==> src/hw/stack_pkg.sv <==
/*
 Constants for the software stack pointer and limit checker.
 Assumes a 16-bit data space with word-aligned stack accesses.
*/
package stack_pkg;
    localparam int DATA_W = 16;
    localparam int PC_W = 23;
    localparam logic [15:0] WORD_STEP = 16'h0002;
    localparam logic [15:0] STACK_FLOOR = 16'h0800;
    localparam logic [15:0] SP_RESET = 16'h0800;
    localparam logic [15:0] ALIGN_MASK = 16'hFFFE;
    localparam int PC_HI_LSB = 16;
    localparam int PC_HI_MSB = 22;
    localparam int SR_LOW_W = 8;
    typedef enum logic [1:0] {OP_NONE, OP_PUSH, OP_POP, OP_EA} stack_op_e;
endpackage

==> src/hw/stack_pointer_limit_check.sv <==
/*
 Stack pointer, stack limit register and stack error trap generation.
 Assumes the core issues at most one stack request per cycle, on the core clock.
*/
`timescale 1ns/1ps
module stack_pointer_limit_check (
    input wire logic core_clk_in,
    input wire logic rst_n_in,
    input wire logic push_in,
    input wire logic pop_in,
    input wire logic call_push_in,
    input wire logic exc_push_in,
    input wire logic [22:0] pc_in,
    input wire logic [7:0] status_low_byte_in,
    input wire logic [15:0] push_data_in,
    input wire logic sp_write_in,
    input wire logic [15:0] sp_wdata_in,
    input wire logic limit_write_in,
    input wire logic [15:0] limit_wdata_in,
    input wire logic ea_valid_in,
    input wire logic [15:0] ea_in,
    output logic mem_valid_out,
    output logic mem_write_out,
    output logic [15:0] mem_addr_out,
    output logic [15:0] mem_wdata_out,
    output logic [15:0] stack_pointer_register_out,
    output logic [15:0] stack_limit_register_out,
    output logic stack_trap_out
);
    logic [15:0] sp_q, sp_d;
    logic [15:0] lim_q, lim_d;
    logic mv_q, mv_d, mw_q, mw_d, trap_q, trap_d;
    logic [15:0] ma_q, ma_d, md_q, md_d;
    logic any_push;
    logic any_access;
    logic [15:0] pop_addr;

    // Address beyond the limit or under the floor
    function automatic logic out_of_bounds(input logic [15:0] a, input logic [15:0] lim);
        out_of_bounds = (a > lim) || (a < stack_pkg::STACK_FLOOR);
    endfunction

    assign any_push = push_in | call_push_in | exc_push_in;
    assign any_access = any_push | pop_in | ea_valid_in;
    assign pop_addr = sp_q - stack_pkg::WORD_STEP;

    always_comb begin
        sp_d = sp_q;
        lim_d = lim_q;
        mv_d = 1'b0;
        mw_d = 1'b0;
        ma_d = ma_q;
        md_d = md_q;
        trap_d = 1'b0;
        if (limit_write_in) begin
            lim_d = limit_wdata_in & stack_pkg::ALIGN_MASK;
        end
        if (sp_write_in) begin
            sp_d = sp_wdata_in & stack_pkg::ALIGN_MASK;
        end else if (any_push) begin
            mv_d = 1'b1;
            mw_d = 1'b1;
            ma_d = sp_q;
            if (call_push_in) begin
                md_d = {8'h00, 1'b0, pc_in[stack_pkg::PC_HI_MSB:stack_pkg::PC_HI_LSB]};
            end else if (exc_push_in) begin
                md_d = {status_low_byte_in, 1'b0, pc_in[stack_pkg::PC_HI_MSB:stack_pkg::PC_HI_LSB]};
            end else begin
                md_d = push_data_in;
            end
            sp_d = sp_q + stack_pkg::WORD_STEP;
            trap_d = out_of_bounds(sp_q, lim_q);
        end else if (pop_in) begin
            mv_d = 1'b1;
            sp_d = pop_addr;
            ma_d = pop_addr;
            trap_d = out_of_bounds(pop_addr, lim_q);
        end else if (ea_valid_in) begin
            trap_d = out_of_bounds(ea_in, lim_q);
        end
    end

    // Pointer and bus regs reset; limit is deliberately not reset
    always_ff @(posedge core_clk_in or negedge rst_n_in) begin
        if (!rst_n_in) begin
            sp_q <= stack_pkg::SP_RESET;
            mv_q <= 1'b0;
            mw_q <= 1'b0;
            ma_q <= 16'h0000;
            md_q <= 16'h0000;
            trap_q <= 1'b0;
        end else begin
            sp_q <= sp_d;
            mv_q <= mv_d;
            mw_q <= mw_d;
            ma_q <= ma_d;
            md_q <= md_d;
            trap_q <= trap_d;
        end
    end

    always_ff @(posedge core_clk_in) begin
        lim_q <= lim_d;
    end

    assign mem_valid_out = mv_q;
    assign mem_write_out = mw_q;
    assign mem_addr_out = ma_q;
    assign mem_wdata_out = md_q;
    assign stack_pointer_register_out = sp_q;
    assign stack_limit_register_out = lim_q;
    assign stack_trap_out = trap_q;
endmodule

==> config.mk <==
export PLATFORM = sky130hd
export DESIGN_NAME = stack_pointer_limit_check
export DESIGN_NICKNAME = d
export VERILOG_FILES = /design/src/hw/stack_pkg.sv /design/src/hw/stack_pointer_limit_check.sv
export SDC_FILE = /design/constraint.sdc
export NUM_CORES = 1
export LEC_CHECK = 0
export BUFFER_PORTS_ARGS = -buffer_cell sky130_fd_sc_hd__buf_2
export CELL_PAD_IN_SITES_DETAIL_PLACEMENT = 0
export CELL_PAD_IN_SITES_GLOBAL_PLACEMENT = 2
export CORE_MARGIN = 2
export CORE_UTILIZATION = 31
export DETAILED_ROUTE_END_ITERATION = 10
export GPL_ROUTABILITY_DRIVEN = 0
export GPL_TIMING_DRIVEN = 1
export PLACE_DENSITY_LB_ADDON = 0.1
export SLEW_MARGIN = 20
export SYNTH_ARGS = -nofsm -noshare
export SYNTH_HDL_FRONTEND = slang
export SYNTH_SLANG_ARGS = --single-unit
export TNS_END_PERCENT = 100
==> constraint.sdc <==
create_clock -name core_clk_in -period 6.5 [get_ports core_clk_in]
set_input_delay 0.325 -clock core_clk_in [delete_from_list [all_inputs] [get_ports core_clk_in]]
set_output_delay 0.325 -clock core_clk_in [all_outputs]
set_load 0.02 [all_outputs]
**Word-level counts from Yosys, hierarchy flattened**

Index checks and enable logic that the tools add are counted.

- Flip-flop bits (word level): 66
- Bits of input ports: 104
- Output and inout port bits: 67
- Logic and storage cells: 40

- Add/sub/neg operators: 2
- Magnitude comparators: 6
- Muxes and demuxes: 15
- Bitwise logic cells: 3
- Reductions and logical operators: 7

Operator list:

| kind | number |
|---|---|
| $mux W16 | 6 |
| $gt A16 B16 Y1 | 3 |
| $lt A16 B12 Y1 const B | 3 |
| $add A16 B2 Y16 const B | 1 |
| $sub A16 B2 Y16 const B | 1 |
| $mux W1 | 9 |
| $reduce_and A2 Y1 | 2 |
| $logic_or A1 B1 Y1 | 3 |
| $reduce_bool A3 Y1 | 1 |
| $or A1 B1 Y1 | 2 |
| $reduce_bool A2 Y1 | 1 |
| $not A1 Y1 | 1 |

**Longest topological paths before layout**

Gate-level depths: netlist of the first run.

- Depth after elaboration: 6
- Gate-level depth with buffers: 14
- Mapped depth without buffers: 14

**Worst setup path after synthesis of the first run**

No wires, ideal clock.

- Path kind: flip-flop to flip-flop
- Start point: register sp_q[5], in the netlist stack_pointer_register_out[5]
- End point: register trap_q, in the netlist stack_trap_out
- Setup time: 0.142 ns
- Arrival time: 2.991 ns
- Required time: 6.358 ns
- Setup slack: 3.366 ns
- Stages on the path, launching flop included: 14
- Buffers on the path: 1
- Clock period less this slack: 3.134 ns
- Cell sequence: dfrtp_1 > buf_6 > or4_4 > nor3_4 > nand2_2 > or3_4 > xnor2_1 > ha_1 > a21oi_1 > nand2_1 > a311oi_1 > o31ai_1 > o41ai_1 > a221oi_2

- Cells in the longest elaborated chain, start to end: 6
- Elaborated cells between the ends (all ways): 10
- Classes of those cells: add/sub: 1; order compare: 4; mux: 3; reduce/logical: 2

Ends and longest elaborated chain:

| what | RTL line | source |
|---|---|---|
| from (decl) | stack_pointer_limit_check.sv:30 | `logic [15:0] sp_q, sp_d;` |
| from (signal assigned) | stack_pointer_limit_check.sv:86 | `sp_q <= stack_pkg::SP_RESET;` |
| from (signal assigned) | stack_pointer_limit_check.sv:93 | `sp_q <= sp_d;` |
| $sub A16 B2 Y16 | stack_pointer_limit_check.sv:45 | `assign pop_addr = sp_q - stack_pkg::WORD_STEP;` |
| $gt A16 B16 Y1 / $lt A16 B12 Y1 (equally long branches) | stack_pointer_limit_check.sv:40 | `out_of_bounds = (a > lim) \|\| (a < stack_pkg::STACK_FLOOR);` |
| $logic_or A1 B1 Y1 | stack_pointer_limit_check.sv:40 |  |
| $mux W1 | stack_pointer_limit_check.sv:73 | `end else if (pop_in) begin` |
| $mux W1 (*) | stack_pointer_limit_check.sv:60 | `end else if (any_push) begin` |
| $mux W1 (*) | stack_pointer_limit_check.sv:58 | `if (sp_write_in) begin` |
| named net trap_d | stack_pointer_limit_check.sv:32 | `logic mv_q, mv_d, mw_q, mw_d, trap_q, trap_d;` |
| to (signal assigned) | stack_pointer_limit_check.sv:98 | `trap_q <= trap_d;` |
| to (decl) | stack_pointer_limit_check.sv:32 |  |

Mark *: on every way through the listed nets, which the timed path passes. The rest lies on a longest branch.
A chain may end at the register's enable or synchronous reset.

**Worst setup path in the final report of the first run**

- Start point: register sp_q[4], in the netlist stack_pointer_register_out[4]
- End point: register trap_q, in the netlist stack_trap_out

Same word-level chain as after synthesis.

==> results of run 1 <==
[worst max-delay path: stages, from the launching register on]
cell and delay [ns]:
dfrtp_1 0.55, or4_4 0.63, nor3_4 0.22, nand2_2 0.14
or3_4 0.37, xnor2_1 0.14, ha_1 0.30, a21oi_1 0.20
nand2_1 0.08, a311oi_1 0.32, o31ai_1 0.12, o41ai_1 0.11
a221oi_2 0.10
[power groups by stage]
stage,Sequential (mW),Clock [mW],Combinational (mW)
finish,0.510,0.542,0.362
global route,0.518,0.575,0.411
CTS,0.512,0.559,0.367
detailed placement,0.518,0,0.366
global placement,0.517,0,0.361
floorplan,0.546,0,0.204
[registers in the layout, indices dropped and copies added (netlist names)]
register and flops:
mem_addr_out 15, stack_limit_register_out 15, mem_valid_out 1, stack_pointer_register_out 15
mem_write_out 1, stack_trap_out 1, mem_wdata_out 16
[area by class of cell]
| cell class | instances | area share |
|---|---|---|
| Sequential cell | 64 | 0.300 |
| Multi-Input combinational cell | 354 | 0.448 |
| Clock inverter | 3 | 0.00784 |
| Clock buffer | 13 | 0.0524 |
| Timing Repair Buffer | 151 | 0.136 |
| Tap cell | 180 | 0.0403 |
| Inverter | 23 | 0.0154 |
[routing by layer]
metal	wire (um)	track usage	part of all wire	up-vias
li1	-	-	-	1930
met1	5710	0.225	0.45	1756
met2	6040	0.295	0.47	105
met3	705	0.0355	0.055	15
met4	270	0.0767	0.021	0
met5	0	0	0	-
[cells in the mapped netlist (2+ instances only)]
master	instances	area, um2
buf_1	2	7.51
or3_1	3	18.8
xnor2_1	23	201
nor4_1	4	25.0
o21a_1	4	30.0
o21ai_0	43	215
dfrtp_1	48	1200
nor3_1	6	30.0
a31oi_1	5	31.3
mux2_2	2	22.5
nand2_1	60	225
a21o_1	2	15.0
nand2b_1	3	18.8
nand4b_1	2	17.5
o22ai_1	2	12.5
o41ai_1	2	17.5
nand3_1	10	50.1
o211ai_1	3	22.5
edfxtp_1	15	450
a211oi_1	6	45.0
o31ai_1	9	67.6
a22oi_1	3	22.5
nor2_1	23	86.3
nor2b_1	5	31.3
buf_2	6	30.0
nand4_1	8	50.1
mux2i_1	15	150
and3_1	3	18.8
clkbuf_1	17	63.8
inv_1	23	86.3
xor2_1	17	149
a21oi_1	12	60.1
buf_4	3	22.5
o21ai_1	4	20.0
ha_1	46	576
[stage by stage]
stage,setup slack [ns],instances
finish,3.05,788
global route,2.79,788
CTS,3.06,788
detailed placement,3.08,772
global placement,3.13,772
floorplan,3.37,470
[logic make-up after synthesis]
family                   synth area share
XOR/XNOR                           0.0835
AND/OR/NAND/NOR                     0.164
AO/OA/AOI/OAI                       0.149
other                            0.000854
multiplexers                       0.0393
flip-flops                          0.382
adder cells (fa/ha/maj)             0.131
buffers and inverters              0.0504
[final timing paths]
kind | endpoint | slack [ns] | depth (start not counted)
max | stack_trap_out | 3.05 | 12
min | stack_pointer_register_out[14] | 0.12 | 2
max reg2reg | stack_trap_out | 3.05 | 12
min reg2reg | mem_wdata_out[7] | 0.48 | 2
max in group asynchronous | stack_pointer_register_out[6] | 5.93 | 2
min in group core_clk_in | stack_limit_register_out[15] | 0.16 | 1
==> results_dict.tcl, run 1 <==
set metrics [dict create \
    ir_drop_v 0.000101 \
    hp-class "primary input to async pin" \
    grt_pass1_wl_um 20300 \
    antenna_found_initial 0 \
    gr-usage-all-layers 0.178 \
    async_flop_share 0.766 \
    synth_ff_type "dfrtp_1" \
    nets 753 \
    synth-seq-cells 64 \
    internal_power_mw 0.958 \
    regArea_um2 1680 \
    power_density_nw_per_um2 253 \
    cap_violations 0 \
    leakage_nw 2.67 \
    core-area_um2 13900 \
    combPwrFrac 0.256 \
    status "complete, no violations" \
    whs_ns 0.116 \
    postCtsResizedCells 0 \
    final_area_um2 5590 \
    io_buffer_count 149 \
    clk_latency_ns 0.34 \
    vias 3806 \
    floorplan.initialDensity 0.316 \
    final.min_clock_period_ns 3.45 \
    synthToLayoutAreaGrowth_pct 27.3 \
    rows 43 \
    power_frac_seq 0.361 \
    grt_setup_unrepaired "no" \
    netlist_area_um2 4390 \
    final_cell_mix "buf_2, nand2_1, dfrtp_1" \
    dp_hpwl_um 9660 \
    die-area_um2 15100 \
    antenna_cells 0 \
    slew_headroom 0.423 \
    htreeDepth 3 \
    post-route-period-util 0.531 \
    avgSynthCellArea_um2 9.38 \
    cts_hold_buf 0 \
    root_buffer "clkbuf_16" \
    synth.distinct_cells 64 \
    power_mw 1.41 \
    p_sw_mw 0.457 \
    io_pins 171 \
    path_class "flip-flop to flip-flop" \
    via_per_inst 4.83 \
    cts_tree "yes" \
    arrival_ns 3.65 \
    worst_slew_pin_slew_ns 0.860 \
    drc 0 \
    finalHoldViolCount 0 \
    synth-edff-count 15 \
    dpl_cell_area_um2 5250 \
    r2r-start "stack_pointer_register_out[4]" \
    dieHeight_um 123 \
    grt_max_degree 50 \
    drt_iter0_markers 150 \
    cts_max_path_buffers 2 \
    cts_buffers 9 \
    fp.dieW_um 123 \
    fin_skew_ns 0.00569 \
    ant_nets 0 \
    startpoint_type "flip-flop" \
    max_freq_mhz 290 \
    mostFrequentLayoutCell "buf_2" \
    globalRouteOverflowTotal 0 \
    cp-startpoint "stack_pointer_register_out[4]" \
    wl_um 12700 \
    post-cts-setup-buffer-count 0 \
    power_frac_clock 0.383 \
    finalSetupViolations 0 \
    switching_share 0.323 \
    grt_pass1_vias 3891 \
    slew_viol_final 0 \
    yosysSeqAreaShare 0.382 \
    cp_max_fo 13 \
    fill_cells 1476 \
    setup_tns_ns 0 \
    postLayoutCoreUtil 0.403 \
    routedWlPerCell_um 16.2 \
    synthCells 468 \
    endpoint_kind "flip-flop" \
    cts_sinks 64 \
    crit_required_ns 6.70 \
    yosys_warnings 0 \
    clk_pin_slew_ns 0.06 \
    drive_above_1_share 0.298 \
    multiInputGateArea_um2 2500 \
    first_pass_iters 4 \
]
(Power assumes the default switching activity.)
==> run 2: changes to the inputs <==
Settings changed: CORE_UTILIZATION 31 to 29.
Clock period 6.5 ns to 3.3 ns, I/O delays scaled along.
==> run 2 against run 1 <==
Net effect: sequential share of layout area shrank 1.2 points; utilization is 0.55 points lower; first-iteration DRC count increased by 5.3%; cell count up 4.6%; combinational power grew 120%; critical path depth stayed put; critical endpoint unchanged; clock power rose by 66%; design area increased by 4.1%.
==> results_dict.tcl, run 2 (synthesized netlist as in run 1, its figures left out) <==
set metrics [dict create \
    via_per_inst 4.83 \
    clk_latency_ns 0.34 \
    cts_buffers 9 \
    vias 3978 \
    largest_reg_flops 16 \
    drc 0 \
    io_pins 171 \
    cts_sinks 64 \
    die-area_um2 16100 \
    dp_hpwl_um 10400 \
    ir_drop_v 0.000231 \
    dp_cells 792 \
    critPathBufInv 0 \
    mostFrequentLayoutCell "buf_2" \
    slew_headroom 0.494 \
    antenna_cells 0 \
    critPathMaxStageDelay_ns 0.57 \
    globalRouteOverflowTotal 0 \
    r2r-start "stack_pointer_register_out[5]" \
    htreeDepth 3 \
    startpoint_type "flip-flop" \
    floorplan.initialDensity 0.300 \
    final.min_clock_period_ns 3.02 \
    fp.dieW_um 127 \
    core-area_um2 14600 \
    min_from "sp_wdata_in[2]" \
    path_class "flip-flop to flip-flop" \
    crit_chain "or4_4 -> nor3_4 -> nand2_2 -> or3_4 -> xnor2_1 -> ha_1 -> a21oi_1 -> nand2_1 -> a311oi_1 -> o31ai_1 -> o41ai_1 -> a221oi_2" \
    endpoint_kind "flip-flop" \
    root_buffer "clkbuf_16" \
    final_cell_mix "buf_2, nand2_1, dfrtp_1" \
    cp_top_family "simple AND/OR/NAND/NOR gates" \
    leakage_nw 2.78 \
    setup_slack_ns 0.282 \
    cap_violations 0 \
    cts_max_path_buffers 2 \
    clk_pin_slew_ns 0.06 \
    grt_max_degree 33 \
    setup_tns_ns 0 \
    postLayoutCoreUtil 0.397 \
    rows 44 \
    post-route-period-util 0.915 \
    wl_um 13300 \
    arrival_ns 3.22 \
    ant_nets 0 \
    finalHoldViolCount 0 \
    drive_above_1_share 0.308 \
    io_buffer_count 149 \
    grt_pass1_wl_um 21000 \
    first_pass_iters 4 \
    nets 785 \
    finalNonFillerCells 824 \
    drt_iter0_markers 158 \
    gr-usage-all-layers 0.169 \
    max_freq_mhz 331 \
    antenna_found_initial 0 \
    dieHeight_um 127 \
    whs_ns 0.0391 \
    critical-path-slowest-cell "or4_4" \
    fin_skew_ns 0.00543 \
    grt_pass1_vias 4031 \
    slew_viol_final 0 \
    pre_cts_ws_ns 0.217 \
    cts_tree "yes" \
    crit_required_ns 3.50 \
    finalSetupViolations 0 \
    routedWlPerCell_um 16.2 \
    synthToLayoutAreaGrowth_pct 32.4 \
    status "complete, no violations" \
    cp-startpoint "stack_pointer_register_out[5]" \
    hp-class "primary input to flip-flop" \
    cp_max_fo 5 \
    grt_setup_unrepaired "no" \
    fill_cells 1560 \
    power_density_nw_per_um2 459 \
    worst_slew_pin_slew_ns 0.757 \
]
==> run 2: per-stage QoR <==
stage                     total power, mW  cell area (um2)
after global routing                 2.85             5820
after floorplan                      1.48             4400
final                                2.67             5820
after detailed placement             1.78             5380
after global placement               1.77             5380
after CTS                            2.72             5810
==> run 2: repair_timing <==
action	CTS	global route
hold buffers	16	0
setup endpoints to repair	0	1
resized for setup	0	2
endpoints found under the hold margin	41	0
setup buffers	0	0
==> run 2: final cells by class <==
| cell class | instances | area (um2) | share of cell area |
|---|---|---|---|
| Multi-Input combinational cell | 354 | 2500 | 0.430 |
| Sequential cell | 64 | 1680 | 0.289 |
| Timing Repair Buffer | 183 | 1040 | 0.179 |
| Clock buffer | 13 | 260 | 0.0448 |
| Tap cell | 184 | 230 | 0.0396 |
| Inverter | 23 | 86.3 | 0.0148 |
| Clock inverter | 3 | 17.5 | 0.00301 |
==> run 2: where the power goes <==
part	internal (mW)	switching, mW	total [mW]
sequential	0.900	0.0600	0.960
combinational	0.328	0.484	0.812
clock	0.547	0.352	0.899
==> run 2: path summary, 6_finish.rpt <==
kind | endpoint | slack (ns) | cells past startpoint
min in group asynchronous | stack_pointer_register_out[13] | 0.42 | 2
max | stack_trap_out | 0.28 | 12
max in group asynchronous | stack_pointer_register_out[11] | 2.05 | 3
max reg2reg | stack_trap_out | 0.28 | 12
min | stack_pointer_register_out[2] | 0.04 | 3
min reg2reg | mem_wdata_out[15] | 0.47 | 2
==> run 2: worst reg2reg max path: stages (launching register included) <==
cell and delay [ns]:
dfrtp_1 0.37, or4_4 0.57, nor3_4 0.16, nand2_2 0.12, or3_4 0.37, xnor2_1 0.14, ha_1 0.28, a21oi_1 0.19
nand2_1 0.08, a311oi_1 0.30, o31ai_1 0.11, o41ai_1 0.09, a221oi_2 0.09
==> run 2: routing by layer <==
metal  GRT usage  part of all wire
met5           0                 0
met4      0.0569             0.014
met3      0.0503             0.069
met2       0.280              0.47
met1       0.210              0.45
